File: src/logic/bec_regs.svh
// Named constants for the boot entry and exit configuration command block
`ifndef BEC_REGS_SVH
`define BEC_REGS_SVH

// Link address and command frame codes
`define BEC_I2C_ADDR8    8'hAA
`define BEC_FAM_CFG_WR   8'h82
`define BEC_FAM_CFG_RD   8'h83
`define BEC_FAM_IDENT    8'hFF
`define BEC_IDX_PIN      8'h01
`define BEC_IDX_EXIT     8'h02
`define BEC_IDX_IDENT    8'h00
`define BEC_SUB_LEVEL    8'h02
`define BEC_SUB_POLICY   8'h00
`define BEC_SUB_TMO      8'h01
`define BEC_SUB_NONE     8'h00
`define BEC_LEN_WR       3'h4
`define BEC_LEN_RD       3'h3
`define BEC_LEN_ID       3'h2
`define BEC_LEN_MAX      3'h7
`define BEC_LVL_MAX      8'h01
`define BEC_POL_MAX      8'h02

// Response codes and lengths
`define BEC_ST_OK        8'h00
`define BEC_ST_ERR       8'h80
`define BEC_RSP_FILL     8'hFF
`define BEC_RSP_ONE      2'h1
`define BEC_RSP_TWO      2'h2

// Reset values of the configuration and exit policies
`define BEC_LVL_RST      1'b0
`define BEC_POL_RST      2'h0
`define BEC_TMO_RST      8'h00
`define BEC_POL_APPVALID 2'h0
`define BEC_POL_DELAY    2'h1

// Timing: step and fixed delay in ms, clock period in ns
`define BEC_STEP_MS      10
`define BEC_FIX_MS       50
`define BEC_CLK_NS       4
`define BEC_NS_PER_MS    1000000
`define BEC_STEP_CYC     (`BEC_STEP_MS * `BEC_NS_PER_MS / `BEC_CLK_NS)
`define BEC_FIX_TICKS    8'(`BEC_FIX_MS / `BEC_STEP_MS)
`define BEC_EVAL_CYC     2'h3
`define BEC_BITS_BYTE    4'h8

// Wishbone register offsets and field positions
`define BEC_REG_CTRL     8'h00
`define BEC_REG_STAT     8'h04
`define BEC_REG_CFG      8'h08
`define BEC_CTRL_APPV    0
`define BEC_STAT_BOOT    0
`define BEC_STAT_APP     1
`define BEC_STAT_BYPIN   2
`define BEC_STAT_PEND    3
`define BEC_STAT_SPENT   4
`define BEC_CFG_LVL      0
`define BEC_CFG_POL_LO   8
`define BEC_CFG_POL_HI   9
`define BEC_CFG_TMO_LO   16
`define BEC_CFG_TMO_HI   23

`endif

File: src/logic/bec_pkg.sv
// Types shared by the boot entry and exit configuration command block
package bec_pkg;

   typedef enum logic [2:0] {BEC_X_EVAL, BEC_X_BOOT, BEC_X_DELAY, BEC_X_FIXED, BEC_X_APP} bec_exit_e;

   typedef enum logic [1:0] {BEC_L_IDLE, BEC_L_ADDR, BEC_L_WR, BEC_L_RD} bec_link_e;

   typedef struct packed {
      logic       act_lvl;
      logic [1:0] policy;
      logic [7:0] tmo;
   } bec_cfg_s;

   typedef struct packed {
      logic [7:0] fam;
      logic [7:0] idx;
      logic [7:0] sub;
      logic [7:0] dat;
      logic [2:0] len;
   } bec_cmd_s;

   typedef struct packed {
      logic       rx_vld;
      logic [7:0] rx_byte;
      logic       wr_start;
      logic       wr_stop;
      logic       tx_take;
      logic       busy;
   } bec_lnk_s;

endpackage : bec_pkg

File: src/logic/bec_i2c_target.sv
// I2C target byte engine: pin synchronisers, start/stop detection, byte shifting
`timescale 1ns/1ps
`include "bec_regs.svh"
module bec_i2c_target
   import bec_pkg::*;
(
   input  wire logic       clk_i,      // System clock
   input  wire logic       rst_i,      // Synchronous reset, active high
   input  wire logic       scl_i,      // SCL pin level
   input  wire logic       sda_i,      // SDA pin level
   input  wire logic [7:0] tx_byte_i,  // Next byte to return on a read
   output logic            sda_o,      // SDA drive value, always low
   output logic            sda_oe_o,   // SDA pull-low enable
   output bec_lnk_s        lnk_o       // Byte events for the command logic
);
   localparam logic [6:0] ADDR7 = 7'(`BEC_I2C_ADDR8 >> 1);

   logic [1:0] scl_sync_ff;
   logic [1:0] sda_sync_ff;
   logic       scl_d_ff;
   logic       sda_d_ff;
   bec_link_e  st_ff;
   logic [3:0] cnt_ff;
   logic [7:0] sh_ff;
   logic       ack_ff;
   bec_lnk_s   ev_ff;
   logic       scl_s;
   logic       sda_s;
   logic       scl_rise;
   logic       scl_fall;
   logic       start_det;
   logic       stop_det;
   logic       addr_hit;
   logic       byte_full;

   // Pins cross in through two flops; only the second flop is ever read
   always_ff @(posedge clk_i) begin
      if (rst_i) begin
         scl_sync_ff <= 2'h3;
         sda_sync_ff <= 2'h3;
         scl_d_ff    <= 1'b1;
         sda_d_ff    <= 1'b1;
      end else begin
         scl_sync_ff <= {scl_sync_ff[0], scl_i};
         sda_sync_ff <= {sda_sync_ff[0], sda_i};
         scl_d_ff    <= scl_s;
         sda_d_ff    <= sda_s;
      end
   end

   // Edge and condition decode on synchronised levels
   assign scl_s     = scl_sync_ff[1];
   assign sda_s     = sda_sync_ff[1];
   assign scl_rise  = scl_s & ~scl_d_ff;
   assign scl_fall  = ~scl_s & scl_d_ff;
   assign start_det = scl_s & scl_d_ff & sda_d_ff & ~sda_s;
   assign stop_det  = scl_s & scl_d_ff & ~sda_d_ff & sda_s;
   assign addr_hit  = (sh_ff[7:1] == ADDR7);
   assign byte_full = (cnt_ff == `BEC_BITS_BYTE);

   // Bit engine; SDA only changes after SCL falls so the controller never sees a false start
   always_ff @(posedge clk_i) begin
      ev_ff <= '0;
      if (rst_i) begin
         st_ff    <= BEC_L_IDLE;
         cnt_ff   <= 4'h0;
         sh_ff    <= 8'h00;
         ack_ff   <= 1'b0;
         sda_oe_o <= 1'b0;
      end else if (start_det) begin
         st_ff    <= BEC_L_ADDR;
         cnt_ff   <= 4'h0;
         ack_ff   <= 1'b0;
         sda_oe_o <= 1'b0;
      end else if (stop_det) begin
         ev_ff.wr_stop <= (st_ff == BEC_L_WR);
         st_ff         <= BEC_L_IDLE;
         ack_ff        <= 1'b0;
         sda_oe_o      <= 1'b0;
      end else if (scl_rise && st_ff != BEC_L_IDLE) begin
         if (!byte_full) begin
            sh_ff  <= {sh_ff[6:0], sda_s};
            cnt_ff <= 4'(cnt_ff + 4'h1);
         end else if (st_ff == BEC_L_RD && !ack_ff) begin
            if (sda_s) begin
               st_ff <= BEC_L_IDLE;          // Controller NACK ends the read
            end else begin
               ack_ff <= 1'b1;
            end
         end
      end else if (scl_fall && st_ff != BEC_L_IDLE) begin
         if (ack_ff) begin
            ack_ff <= 1'b0;
            cnt_ff <= 4'h0;
            if (st_ff == BEC_L_RD) begin
               sh_ff         <= tx_byte_i;
               sda_oe_o      <= ~tx_byte_i[7];
               ev_ff.tx_take <= 1'b1;
            end else begin
               sda_oe_o <= 1'b0;
            end
         end else if (byte_full && st_ff == BEC_L_ADDR) begin
            if (addr_hit) begin
               ack_ff         <= 1'b1;
               sda_oe_o       <= 1'b1;
               st_ff          <= sh_ff[0] ? BEC_L_RD : BEC_L_WR;
               ev_ff.wr_start <= ~sh_ff[0];
            end else begin
               st_ff <= BEC_L_IDLE;
            end
         end else if (byte_full && st_ff == BEC_L_WR) begin
            ack_ff        <= 1'b1;
            sda_oe_o      <= 1'b1;
            ev_ff.rx_vld  <= 1'b1;
            ev_ff.rx_byte <= sh_ff;
         end else if (st_ff == BEC_L_RD) begin
            sda_oe_o <= ~byte_full & ~sh_ff[7];
         end
      end
   end

   // Open-drain: the data value is a constant low, only the enable moves
   always_ff @(posedge clk_i) begin
      sda_o <= 1'b0;
   end

   // Busy from a start until a stop, a read NACK or an address byte for another target
   always_comb begin
      lnk_o      = ev_ff;
      lnk_o.busy = (st_ff != BEC_L_IDLE);
   end

endmodule : bec_i2c_target

File: src/logic/bec_boot_ctrl.sv
// Boot entry and exit configuration command handler with Wishbone status port
// Overview of operation
// - Command sets boot pin active level, default low
// - Command reads back boot pin active level
// - Policy zero: jump once valid application exists
// - Pin-entered boot waits for pin inactive under policy zero only
// - Policy two: never leave bootloader alone
// - Command reads back stored exit policy
// - Timeout in 10 ms steps plus 50 ms
// - Any command cancels a running timeout
// - Command reads timeout byte, reset value zero
// - Identity command returns status and type
// - Target answers at write address 0xAA
`timescale 1ns/1ps
`include "bec_regs.svh"
module bec_boot_ctrl
   import bec_pkg::*;
#(
   parameter int unsigned STEP_CYC = `BEC_STEP_CYC,  // Cycles per 10 ms step
   parameter logic [7:0]  MCU_TYPE = 8'h5A           // Part type code, arbitrary value
)(
   input  wire logic        clk_i,                   // System clock, 250 MHz
   input  wire logic        rst_i,                   // Power-on reset, synchronous, active high
   input  wire logic        scl_i,                   // I2C clock pin
   input  wire logic        sda_i,                   // I2C data pin level
   output logic             sda_o,                   // I2C data drive value
   output logic             sda_oe_o,                // I2C data pull-low enable
   input  wire logic        boot_entry_pin_i,        // Boot entry pin
   input  wire logic        external_reset_pin_n_i,  // External reset pin, active low
   input  wire logic        wb_cyc_i,                // Wishbone cycle
   input  wire logic        wb_stb_i,                // Wishbone strobe
   input  wire logic        wb_we_i,                 // Wishbone write enable
   input  wire logic [7:0]  wb_adr_i,                // Wishbone byte address
   input  wire logic [3:0]  wb_sel_i,                // Wishbone byte selects
   input  wire logic [31:0] wb_dat_i,                // Wishbone write data
   output logic [31:0]      wb_dat_o,                // Wishbone read data
   output logic             wb_ack_o,                // Wishbone acknowledge
   output logic             boot_mode_o,             // In bootloader mode
   output logic             app_mode_o               // Jumped to application
);
   localparam int DW = $clog2(STEP_CYC);

   bec_lnk_s     lnk;
   logic [7:0]   tx_byte;
   logic [1:0]   pin_sync_ff;
   logic [1:0]   rstp_sync_ff;
   bec_cfg_s     cfg_ff;
   bec_cmd_s     cmd_ff;
   logic [7:0]   rsp0_ff;
   logic [7:0]   rsp1_ff;
   logic [1:0]   rsp_len_ff;
   logic [1:0]   rsp_ptr_ff;
   logic         rsp_pend_ff;
   bec_exit_e    x_ff;
   logic         by_pin_ff;
   logic         spent_ff;
   logic [1:0]   eval_cnt_ff;
   logic [DW-1:0] div_ff;
   logic [7:0]   tick_cnt_ff;
   logic         appv_ff;

   // Decode of a collected frame against one command shape
   function automatic logic is_cmd(input bec_cmd_s c, input logic [7:0] f, input logic [7:0] i,
                                   input logic [7:0] s, input logic [2:0] n);
      is_cmd = (c.len == n) && (c.fam == f) && (c.idx == i) && (n < `BEC_LEN_RD || c.sub == s);
   endfunction : is_cmd

   // Link engine answers at its fixed target address
   bec_i2c_target u_link (
      .clk_i     (clk_i),
      .rst_i     (rst_i),
      .scl_i     (scl_i),
      .sda_i     (sda_i),
      .tx_byte_i (tx_byte),
      .sda_o     (sda_o),
      .sda_oe_o  (sda_oe_o),
      .lnk_o     (lnk)
   );

   // Command decode
   logic cmd_done, w_lvl, w_pol, w_tmo, r_lvl, r_pol, r_tmo, r_id, cfg_wr, cmd_ok, is_rd;
   logic [7:0] rsp_dat;
   assign cmd_done = lnk.wr_stop && (cmd_ff.len != 3'h0);
   assign w_lvl    = is_cmd(cmd_ff, `BEC_FAM_CFG_WR, `BEC_IDX_PIN, `BEC_SUB_LEVEL, `BEC_LEN_WR)
                     && (cmd_ff.dat <= `BEC_LVL_MAX);
   assign w_pol    = is_cmd(cmd_ff, `BEC_FAM_CFG_WR, `BEC_IDX_EXIT, `BEC_SUB_POLICY, `BEC_LEN_WR)
                     && (cmd_ff.dat <= `BEC_POL_MAX);
   assign w_tmo    = is_cmd(cmd_ff, `BEC_FAM_CFG_WR, `BEC_IDX_EXIT, `BEC_SUB_TMO, `BEC_LEN_WR);
   assign r_lvl    = is_cmd(cmd_ff, `BEC_FAM_CFG_RD, `BEC_IDX_PIN, `BEC_SUB_LEVEL, `BEC_LEN_RD);
   assign r_pol    = is_cmd(cmd_ff, `BEC_FAM_CFG_RD, `BEC_IDX_EXIT, `BEC_SUB_POLICY, `BEC_LEN_RD);
   assign r_tmo    = is_cmd(cmd_ff, `BEC_FAM_CFG_RD, `BEC_IDX_EXIT, `BEC_SUB_TMO, `BEC_LEN_RD);
   assign r_id     = is_cmd(cmd_ff, `BEC_FAM_IDENT, `BEC_IDX_IDENT, `BEC_SUB_NONE, `BEC_LEN_ID);
   assign cfg_wr   = (cmd_ff.fam == `BEC_FAM_CFG_WR);
   assign is_rd    = r_lvl | r_pol | r_tmo | r_id;
   assign cmd_ok   = w_lvl | w_pol | w_tmo | is_rd;

   // Read-back data for the second response byte
   assign rsp_dat = r_lvl ? {7'h00, cfg_ff.act_lvl} :
                    r_pol ? {6'h00, cfg_ff.policy} :
                    r_tmo ? cfg_ff.tmo :
                    MCU_TYPE;

   // Bytes beyond the response read back as fill
   assign tx_byte = (rsp_ptr_ff >= rsp_len_ff) ? `BEC_RSP_FILL :
                    (rsp_ptr_ff == 2'h0) ? rsp0_ff : rsp1_ff;

   // Frame collection: family, index, sub-index, data; overlong frames fail the decode
   always_ff @(posedge clk_i) begin
      if (rst_i) begin
         cmd_ff <= '0;
      end else if (lnk.wr_start) begin
         cmd_ff.len <= 3'h0;
      end else if (lnk.rx_vld && cmd_ff.len != `BEC_LEN_MAX) begin
         case (cmd_ff.len)
            3'h0: cmd_ff.fam <= lnk.rx_byte;
            3'h1: cmd_ff.idx <= lnk.rx_byte;
            3'h2: cmd_ff.sub <= lnk.rx_byte;
            3'h3: cmd_ff.dat <= lnk.rx_byte;
            default: ;
         endcase
         cmd_ff.len <= 3'(cmd_ff.len + 3'h1);
      end
   end

   // Configuration store; only power-on clears it, the external reset pin keeps it
   always_ff @(posedge clk_i) begin
      if (rst_i) begin
         cfg_ff.act_lvl <= `BEC_LVL_RST;
         cfg_ff.policy  <= `BEC_POL_RST;
         cfg_ff.tmo     <= `BEC_TMO_RST;
      end else if (cmd_done) begin
         if (w_lvl) cfg_ff.act_lvl <= cmd_ff.dat[0];
         if (w_pol) cfg_ff.policy <= cmd_ff.dat[1:0];
         if (w_tmo) cfg_ff.tmo <= cmd_ff.dat;
      end
   end

   // Response buffer; a new command wins over a read pointer step in the same cycle
   always_ff @(posedge clk_i) begin
      if (rst_i) begin
         rsp0_ff     <= `BEC_ST_OK;
         rsp1_ff     <= 8'h00;
         rsp_len_ff  <= 2'h0;
         rsp_ptr_ff  <= 2'h0;
         rsp_pend_ff <= 1'b0;
      end else begin
         if (lnk.tx_take) begin
            if (rsp_ptr_ff != 2'h3) rsp_ptr_ff <= 2'(rsp_ptr_ff + 2'h1);
            if (rsp_ptr_ff == 2'h0) rsp_pend_ff <= 1'b0;
         end
         if (cmd_done) begin
            rsp0_ff     <= cmd_ok ? `BEC_ST_OK : `BEC_ST_ERR;
            rsp1_ff     <= rsp_dat;
            rsp_len_ff  <= (cmd_ok && is_rd) ? `BEC_RSP_TWO : `BEC_RSP_ONE;
            rsp_ptr_ff  <= 2'h0;
            rsp_pend_ff <= cfg_wr;
         end
      end
   end

   // Boot pin and external reset pin synchronisers
   always_ff @(posedge clk_i) begin
      if (rst_i) begin
         pin_sync_ff  <= 2'h0;
         rstp_sync_ff <= 2'h3;                                       // Idle level: no false pin reset after power-up
      end else begin
         pin_sync_ff  <= {pin_sync_ff[0], boot_entry_pin_i};
         rstp_sync_ff <= {rstp_sync_ff[0], external_reset_pin_n_i};
      end
   end

   // Exit qualifiers
   logic pin_act, ext_rst, quiet, tmr_run, tick, tmr_zero;
   assign pin_act  = (pin_sync_ff[1] == cfg_ff.act_lvl);
   assign ext_rst  = ~rstp_sync_ff[1];
   assign quiet    = ~lnk.busy & ~rsp_pend_ff;
   assign tmr_run  = (x_ff == BEC_X_DELAY) || (x_ff == BEC_X_FIXED);
   assign tick     = tmr_run && (div_ff == DW'(STEP_CYC - 1));
   assign tmr_zero = (tick_cnt_ff == 8'h00);

   // 10 ms step divider, held at zero outside the timed states
   always_ff @(posedge clk_i) begin
      if (rst_i || !tmr_run || tick) begin
         div_ff <= '0;
      end else begin
         div_ff <= DW'(div_ff + 1'b1);
      end
   end

   // Exit state machine; the timers only start once the link is quiet
   always_ff @(posedge clk_i) begin
      if (rst_i || ext_rst) begin
         x_ff        <= BEC_X_EVAL;
         by_pin_ff   <= 1'b0;
         spent_ff    <= 1'b0;
         eval_cnt_ff <= 2'h0;
         tick_cnt_ff <= 8'h00;
      end else begin
         if (cmd_done && (w_pol || w_tmo)) spent_ff <= 1'b0;
         case (x_ff)
            BEC_X_EVAL: begin
               eval_cnt_ff <= 2'(eval_cnt_ff + 2'h1);
               if (eval_cnt_ff == `BEC_EVAL_CYC) begin
                  by_pin_ff <= pin_act;
                  x_ff      <= BEC_X_BOOT;
               end
            end
            BEC_X_BOOT: begin
               if (quiet && cfg_ff.policy == `BEC_POL_APPVALID) begin
                  if (appv_ff && !(by_pin_ff && pin_act)) begin
                     x_ff        <= BEC_X_FIXED;
                     tick_cnt_ff <= `BEC_FIX_TICKS;
                  end
               end else if (quiet && cfg_ff.policy == `BEC_POL_DELAY && !spent_ff && !cmd_done) begin
                  x_ff        <= BEC_X_DELAY;
                  tick_cnt_ff <= cfg_ff.tmo;
               end
               // Policy two never leaves this state by itself
            end
            BEC_X_DELAY: begin
               if (cmd_done || lnk.rx_vld) begin
                  x_ff     <= BEC_X_BOOT;
                  spent_ff <= 1'b1;
               end else if (tmr_zero) begin
                  if (appv_ff) begin
                     x_ff        <= BEC_X_FIXED;
                     tick_cnt_ff <= `BEC_FIX_TICKS;
                  end else begin
                     x_ff     <= BEC_X_BOOT;
                     spent_ff <= 1'b1;
                  end
               end else if (tick) begin
                  tick_cnt_ff <= 8'(tick_cnt_ff - 8'h01);
               end
            end
            BEC_X_FIXED: begin
               if ((cmd_done || lnk.rx_vld) && cfg_ff.policy == `BEC_POL_DELAY) begin
                  x_ff     <= BEC_X_BOOT;
                  spent_ff <= 1'b1;
               end else if (tmr_zero) begin
                  x_ff <= BEC_X_APP;
               end else if (tick) begin
                  tick_cnt_ff <= 8'(tick_cnt_ff - 8'h01);
               end
            end
            BEC_X_APP: ;
            default: x_ff <= BEC_X_EVAL;
         endcase
      end
   end

   // Mode outputs, registered one cycle behind the state
   always_ff @(posedge clk_i) begin
      if (rst_i) begin
         boot_mode_o <= 1'b0;
         app_mode_o  <= 1'b0;
      end else begin
         boot_mode_o <= (x_ff != BEC_X_EVAL) && (x_ff != BEC_X_APP);
         app_mode_o  <= (x_ff == BEC_X_APP);
      end
   end

   // Wishbone decode; unmapped reads return zero and unmapped writes are dropped
   logic wb_req, sel_ctrl, sel_stat, sel_cfg;
   logic [31:0] rd_mux;
   assign wb_req   = wb_cyc_i & wb_stb_i & ~wb_ack_o;
   assign sel_ctrl = (wb_adr_i == `BEC_REG_CTRL);
   assign sel_stat = (wb_adr_i == `BEC_REG_STAT);
   assign sel_cfg  = (wb_adr_i == `BEC_REG_CFG);

   always_comb begin
      rd_mux = 32'h0000_0000;
      if (sel_ctrl) rd_mux[`BEC_CTRL_APPV] = appv_ff;
      if (sel_stat) begin
         rd_mux[`BEC_STAT_BOOT]  = boot_mode_o;
         rd_mux[`BEC_STAT_APP]   = app_mode_o;
         rd_mux[`BEC_STAT_BYPIN] = by_pin_ff;
         rd_mux[`BEC_STAT_PEND]  = rsp_pend_ff;
         rd_mux[`BEC_STAT_SPENT] = spent_ff;
      end
      if (sel_cfg) begin
         rd_mux[`BEC_CFG_LVL]                      = cfg_ff.act_lvl;
         rd_mux[`BEC_CFG_POL_HI:`BEC_CFG_POL_LO]   = cfg_ff.policy;
         rd_mux[`BEC_CFG_TMO_HI:`BEC_CFG_TMO_LO]   = cfg_ff.tmo;
      end
   end

   // Single-wait-state slave: ack one cycle after the request, dropped the next
   always_ff @(posedge clk_i) begin
      if (rst_i) begin
         wb_ack_o <= 1'b0;
         wb_dat_o <= 32'h0000_0000;
         appv_ff  <= 1'b0;
      end else begin
         wb_ack_o <= wb_req;
         if (wb_req) wb_dat_o <= wb_we_i ? 32'h0000_0000 : rd_mux;
         if (wb_req && wb_we_i && sel_ctrl && wb_sel_i[0]) appv_ff <= wb_dat_i[`BEC_CTRL_APPV];
      end
   end

endmodule : bec_boot_ctrl

File: config.mk
export PLATFORM = sky130hd
export DESIGN_NAME = bec_boot_ctrl
export DESIGN_NICKNAME = d
export VERILOG_FILES = /design/src/logic/bec_pkg.sv /design/src/logic/bec_i2c_target.sv /design/src/logic/bec_boot_ctrl.sv
export VERILOG_INCLUDE_DIRS = /design/src /design/src/logic
export SDC_FILE = /design/constraint.sdc
export NUM_CORES = 1
export LEC_CHECK = 0
export BUFFER_PORTS_ARGS = -buffer_cell sky130_fd_sc_hd__buf_4
export CAP_MARGIN = 30
export CORE_MARGIN = 10
export CORE_UTILIZATION = 50
export CTS_CLUSTER_DIAMETER = 50
export DETAILED_ROUTE_END_ITERATION = 10
export GPL_TIMING_DRIVEN = 0
export PLACE_DENSITY_LB_ADDON = 0.3
export SLEW_MARGIN = 10
export SYNTH_ARGS = -nofsm -noshare
export SYNTH_HDL_FRONTEND = slang
export SYNTH_SLANG_ARGS = --single-unit
File: constraint.sdc
create_clock -name clk_i -period 3.87 [get_ports clk_i]
set_clock_uncertainty 0.15 [all_clocks]
set_input_delay 0.9675 -clock clk_i [delete_from_list [all_inputs] [get_ports clk_i]]
set_output_delay 0.9675 -clock clk_i [all_outputs]
set_load 0.05 [all_outputs]
Word-level counts from Yosys, hierarchy flattened
Cells that the tools add are included.
Widths: inputs -> output; s select.

word-level totals
  bits in registers = 178
  bits of input ports = 53
  output and inout bits = 37
  logic and storage cells = 313

cells by class
  add/subtract/negate cells = 6
  order comparisons = 3
  eq/ne operators = 49
  muxes and demuxes = 79
  bitwise gates (word level) = 39
  reductions and logical operators = 96

operator list
  operator               number
  $mux 8                 21
  $logic_and 1x1->1      37
  $logic_not 8->1        4
  $mux 1                 29
  $eq 8x8->1 const B     3
  $mux 24                1
  $mux 3                 8
  $pmux 8 s3             1
  $reduce_and 6->1       4
  $add 22x1->22 const B  1
  $eq 22x22->1 const B   1
  $mux 2                 11
  $not 1->1              22
  $ne 2x2->1 const B     9
  $eq 8x1->1 const B     2
  $eq 8x2->1 const B     2
  $mux 4                 4
  $reduce_or 8->1        2
  $ne 3x3->1 const B     5
  $pmux 3 s5             1
  $reduce_bool 2->1      7
  $eq 3x2->1 const B     4
  $reduce_and 2->1       6
  $reduce_and 3->1       4
  other kinds (39)       83

Longest topological paths before layout
  depth in word-level cells = 12
  gate-level depth with buffers = 9
  mapped depth without buffers = 7

Modules after synthesis
Synthesis repeated with hierarchy kept, for this count alone.

unflattened totals
  cell total of the unflattened synthesis = 869
  area, all modules = 7,588.5 sq um

by module, submodules not included
  module          times used  cells an instance  area an instance (sq um)  sequential area each (sq um)
  bec_boot_ctrl   1           694                5,863.1                   2,402.3
  bec_i2c_target  1           175                1,725.4                   680.7

Worst setup path after synthesis
Ideal clock, no wire load.

  path kind = input -> register
  start = in wb_adr_i[5]
  end = reg wb_dat_o[16]
  library setup time = 0.060 ns
  data arrival time = 2.368 ns
  required time = 3.660 ns
  path slack = 1.291 ns
  stages on the path = 5
  buffers on the path = 1
  cell sequence = or4_1 -> nor4_1 -> and3_1 -> clkbuf_1 -> a22o_1

on the way
  cells in the longest elaborated chain, start to end = 3

RTL lines
  item                         RTL line              source
  from (decl)                  bec_boot_ctrl.sv:33   input wire logic [7:0] wb_adr_i,
  $eq 8x4->1 (no source line)  n/a
  $mux 8                       bec_boot_ctrl.sv:281  if (sel_cfg) begin
  $mux 24                      bec_boot_ctrl.sv:296  if (wb_req) wb_dat_o <= wb_we_i ? 32'h0000_0000 : rd_mux;
  to (signal assigned)         bec_boot_ctrl.sv:296
  to (decl)                    bec_boot_ctrl.sv:36   output logic [31:0] wb_dat_o,

No other way between the ends.
A chain may end at the register's enable or synchronous reset.

Worst setup path after layout
  start = reg cmd_ff[26] (netlist name)
  end = reg rsp1_ff[0]

on the way
  cells in the longest elaborated chain, start to end = 6
  elaborated cells on any way between the ends = 10
  those cells by class = eq/ne: 2; mux: 3; reduce/logical: 5

RTL lines
  item                             RTL line              source
  from (decl)                      bec_boot_ctrl.sv:48   bec_cmd_s cmd_ff;
  $eq 8x2->1                       bec_boot_ctrl.sv:65   is_cmd = (c.len == n) && (c.fam == f) && (c.idx == i) && (n < `BEC_LEN_RD || c.sub == s);
  $logic_and 1x1->1 (2 in series)  bec_boot_ctrl.sv:65
  $mux 8                           bec_boot_ctrl.sv:100  r_tmo ? cfg_ff.tmo :
  $mux 8                           bec_boot_ctrl.sv:99   r_pol ? {6'h00, cfg_ff.policy} :
  $mux 8 (*)                       bec_boot_ctrl.sv:98   assign rsp_dat = r_lvl ? {7'h00, cfg_ff.act_lvl} :
  to (signal assigned)             bec_boot_ctrl.sv:153  rsp1_ff <= rsp_dat;
  to (decl)                        bec_boot_ctrl.sv:50   logic [7:0] rsp1_ff;

Mark *: on every way between the ends. The rest lies on a longest branch, timed or not.

==> results.py <==
metrics = {
    "timing": {
        "final.period_utilization": 0.714,
        "setup_viol_count_final": 0,
        "max_freq_mhz": 362,
        "max_slew.worst_pin.slew_ps": 897,
        "finalHoldViolations": 0,
        "fin_crit_ps": 2760,
        "slew_violations": 0,
        "finalSetupTns_ps": 0,
        "worst_slew_margin": 0.397,
        "rsz0062_at_grt": "no",
    },
    "drt": {
        "drtPass1Iterations": 5,
        "post_drt_wl_per_cell_um": 16.6,
        "remaining_drc_errors": 0,
        "routed-via-count": 6369,
        "first_iter_violations": 499,
        "routed_via_density": 5.73,
        "wirelength_mm": 18.5,
        "ant_nets": 0,
    },
    "synth": {
        "synth_flop_cell": "sky130_fd_sc_hd__dfxtp_1",
        "ys_warn_count": 0,
        "synth_sequential_area_ratio": 0.426,
        "post_synth_instance_area_sq_um": 7230,
        "syn-instance-count": 846,
        "synth_unique_cells": 75,
        "ys_seq_elements": 154,
        "postSynthAreaPerCell_sq_um": 8.55,
        "async_reset_ff_frac": 0,
        "synth_edf_count": 0,
    },
    "setup_path": {
        "cp_max_fo": 9,
        "cp_data_arrival_time_ps": 2940,
        "cp.required_ps": 4050,
        "worst_setup_path_start_kind": "flop",
        "timing.setup.critical_path_class": "flop to flop",
        "worst_setup_path_end_kind": "flop",
    },
    "cells_and_area": {
        "post_route_cells_drive_above_1_share": 0.117,
        "sequential_cell_area_sq_um": 3080,
        "areaGrowthSynthToFinish_pct": 16.0,
        "final_net_count": 987,
        "footprint_of_the_multi_input_gates_sq_um": 3810,
        "n_fill_cell": 1290,
        "antennaDiodeCount": 0,
    },
    "power": {
        "power_mw": 3.88,
        "p_comb_frac": 0.150,
        "p_leak_nw": 3.00,
        "power-per-cell-area_nw_per_um2": 463,
        "power_frac_clock": 0.420,
        "pwr-share-seq": 0.430,
        "swShare": 0.265,
        "power.net_switching_mw": 1.03,
        "internal_portion_of_total_power_mw": 2.85,
        "peakVddDrop_uv": 346,
    },
    "global_routing": {
        "grt_first_pass_wirelength_mm": 29.8,
        "grt_antenna_before_repair": 0,
        "grt_remaining_overflow": 0,
        "first_global_vias": 5965,
        "grt_use_total": 0.182,
        "grt_max_degree": 17,
    },
    "die": {
        "io_pins": 90,
        "placeableCoreArea_sq_um": 14000,
        "initial_utilization": 0.515,
        "fp-row-count": 43,
        "die_x_um": 140,
        "chipHeight_um": 140,
        "die_area_sq_um": 19700,
    },
    "cts": {
        "cts_buffers": 17,
        "clkTransAtPathRegs_ps": 60,
        "h-tree-depth": 4,
        "cts_tree": "built",
        "clock-root-buffer": "sky130_fd_sc_hd__clkbuf_16",
        "cts.sink_count": 154,
        "worst_skew_pair.late_latency_ps": 420,
        "max-clock-path-buffers": 2,
        "post_cts_resized": 0,
        "ctsHoldBuffers": 0,
        "postCtsSetupBuffers": 0,
    },
    "place": {
        "port-buffer-count": 36,
        "post-dp-hpwl_mm": 13.5,
        "finalWeightedCongestion": 0.988,
    },
    "flow_run": {
        "maxCapViolCount": 0,
    },
    "worst_hold_path": {
        "hold_path_class": "flop to flop",
    },
    "status": {
        "outcome": "finished clean",
    },
}
-- layout by cell type, fill, tap and decap left out, types with 4 or more instances in the layout --
| cell | Yosys | final |
|---|---|---|
| sky130_fd_sc_hd__a211oi_1 | 7 | 7 |
| sky130_fd_sc_hd__a21oi_1 | 58 | 58 |
| sky130_fd_sc_hd__a22o_1 | 8 | 8 |
| sky130_fd_sc_hd__a22oi_1 | 7 | 7 |
| sky130_fd_sc_hd__a311o_1 | 7 | 7 |
| sky130_fd_sc_hd__a31oi_1 | 8 | 8 |
| sky130_fd_sc_hd__and2_1 | 17 | 17 |
| sky130_fd_sc_hd__and3_1 | 6 | 6 |
| sky130_fd_sc_hd__and3b_1 | 4 | 4 |
| sky130_fd_sc_hd__buf_1 | 4 | 4 |
| sky130_fd_sc_hd__buf_4 | 18 | 54 |
| sky130_fd_sc_hd__clkbuf_1 | 34 | 37 |
| sky130_fd_sc_hd__clkbuf_16 | 0 | 17 |
| sky130_fd_sc_hd__clkbuf_8 | 0 | 4 |
| sky130_fd_sc_hd__conb_1 | 1 | 18 |
| sky130_fd_sc_hd__dfxtp_1 | 154 | 154 |
| sky130_fd_sc_hd__ha_1 | 15 | 15 |
| sky130_fd_sc_hd__inv_1 | 26 | 26 |
| sky130_fd_sc_hd__mux2i_1 | 21 | 21 |
| sky130_fd_sc_hd__nand2_1 | 77 | 77 |
| sky130_fd_sc_hd__nand2b_1 | 15 | 15 |
| sky130_fd_sc_hd__nand3_1 | 47 | 47 |
| sky130_fd_sc_hd__nand3b_1 | 4 | 4 |
| sky130_fd_sc_hd__nand4_1 | 18 | 18 |
| sky130_fd_sc_hd__nand4b_1 | 6 | 6 |
| sky130_fd_sc_hd__nor2_1 | 96 | 96 |
| sky130_fd_sc_hd__nor2b_1 | 7 | 7 |
| sky130_fd_sc_hd__nor3_1 | 18 | 18 |
| sky130_fd_sc_hd__nor3b_1 | 5 | 5 |
| sky130_fd_sc_hd__nor4_1 | 22 | 21 |
| sky130_fd_sc_hd__o21ai_0 | 19 | 19 |
| sky130_fd_sc_hd__o31ai_1 | 5 | 5 |
| sky130_fd_sc_hd__or2_2 | 10 | 10 |
| sky130_fd_sc_hd__or4_1 | 9 | 9 |
| sky130_fd_sc_hd__xnor2_1 | 11 | 11 |
| sky130_fd_sc_hd__xor2_1 | 14 | 14 |
-- routing by layer --
metal  track usage  part of all wire
met1         0.230              0.46
met2         0.292              0.46
met4        0.0701             0.023
met5             0                 0
met3        0.0439             0.057
-- final timing paths --
| kind | start | endpoint | slack [ps] | cells after the start |
|---|---|---|---|---|
| max | cmd_ff[26] | rsp1_ff[0] | 1110 | 5 |
| min | u_link.sda_sync_ff[0] | u_link.sda_sync_ff[1] | 260 | 1 |
| max reg2reg | cmd_ff[26] | rsp1_ff[0] | 1110 | 5 |
| min reg2reg | u_link.sda_sync_ff[0] | u_link.sda_sync_ff[1] | 260 | 1 |
-- cells in the mapped netlist (all sizes together), types with 3 or more instances --
cell     number  area (sq um)
a2111oi       4          78.8
a211oi        7          52.6
a21oi        58           290
a22o          8          70.1
a22oi         7          52.6
a311o         7          70.1
a311oi        3          26.3
a31oi         8          50.1
a32oi         3          26.3
and2         17           106
and3          6          37.5
and3b         4          35.0
and4          3          26.3
buf          26           176
clkbuf       34           128
dfxtp       154          3080
ha           15           188
inv          26          97.6
mux2i        21           210
nand2        77           289
nand2b       15          93.8
nand3        47           235
nand3b        4          30.0
nand4        18           113
nand4b        6          52.6
nor2         96           360
nor2b         7          43.8
nor3         18          90.1
nor3b         5          37.5
nor4         23           150
nor4b         3          26.3
o21ai        19          95.1
o311a         3          30.0
o311ai        4          42.6
o31ai         5          37.5
o41ai         3          26.3
or2          12          75.1
or3           4          30.0
or4           9          67.6
or4b          3          30.0
xnor2        11          96.3
xor2         14           123
-- logic make-up (layout without fill, tap and decap cells) --
family / after synthesis / after routing / synth area share
AND/OR/NAND/NOR: 381 / 381 / 0.272
AO/OA/AOI/OAI: 162 / 162 / 0.160
flip-flops: 154 / 154 / 0.426
buffers and inverters: 87 / 155 / 0.0561
XOR/XNOR: 25 / 25 / 0.0303
multiplexers: 21 / 21 / 0.0291
adder cells (fa/ha/maj): 15 / 15 / 0.0260
other: 1 / 18 / 0.000519
-- through the flow --
| step | setup slack, ps | utilization | hold slack, ps | instance area (sq um) | cells |
|---|---|---|---|---|---|
| 2_1_floorplan | 1290 | - | 239 | 7300 | 863 |
| 3_3_place_gp | 819 | 0.555 | 241 | 7790 | 1079 |
| 3_5_place_dp | 789 | 0.556 | 252 | 7810 | 1080 |
| 4_1_cts | 1140 | 0.597 | 267 | 8390 | 1111 |
| 5_1_grt | 962 | 0.597 | 282 | 8390 | 1111 |
| 6_report | 1110 | 0.597 | 263 | 8390 | 1111 |
-- power by group through the flow --
stage               registers (mW)  clock network (mW)  logic, mW
floorplan                     1.71                   0      0.429
global placement              1.70                   0      0.563
detailed placement            1.70                   0      0.570
CTS                           1.67                1.65      0.575
global route                  1.67                1.72      0.637
finish                        1.67                1.63      0.584
-- worst max-delay path, stage by stage (launching register included) --
cell and delay (ps):
sky130_fd_sc_hd__dfxtp_1 310, sky130_fd_sc_hd__nor4_1 530, sky130_fd_sc_hd__nand4_1 460, sky130_fd_sc_hd__nor3b_1 720
sky130_fd_sc_hd__a222oi_1 240, sky130_fd_sc_hd__o31ai_1 250
-- layout make-up --
type,instances,area share
inverters,27,0.0121
multi-input cells,622,0.455
clock inverters,7,0.0107
clock buffers,24,0.0586
plain buffers,60,0.0362
well taps,180,0.0268
flip-flops and latches,154,0.367
repair buffers,37,0.0334
-- sequential cells by signal, indices dropped and copies added (netlist names), 3 cells and up --
name           cells
u_link.sh_ff       8
rsp1_ff            8
tick_cnt_ff        8
wb_dat_o          15
cfg_ff            11
div_ff            22
u_link.lnk_o      12
x_ff               3
cmd_ff            35
u_link.cnt_ff      4
(Power assumes the default switching activity.)
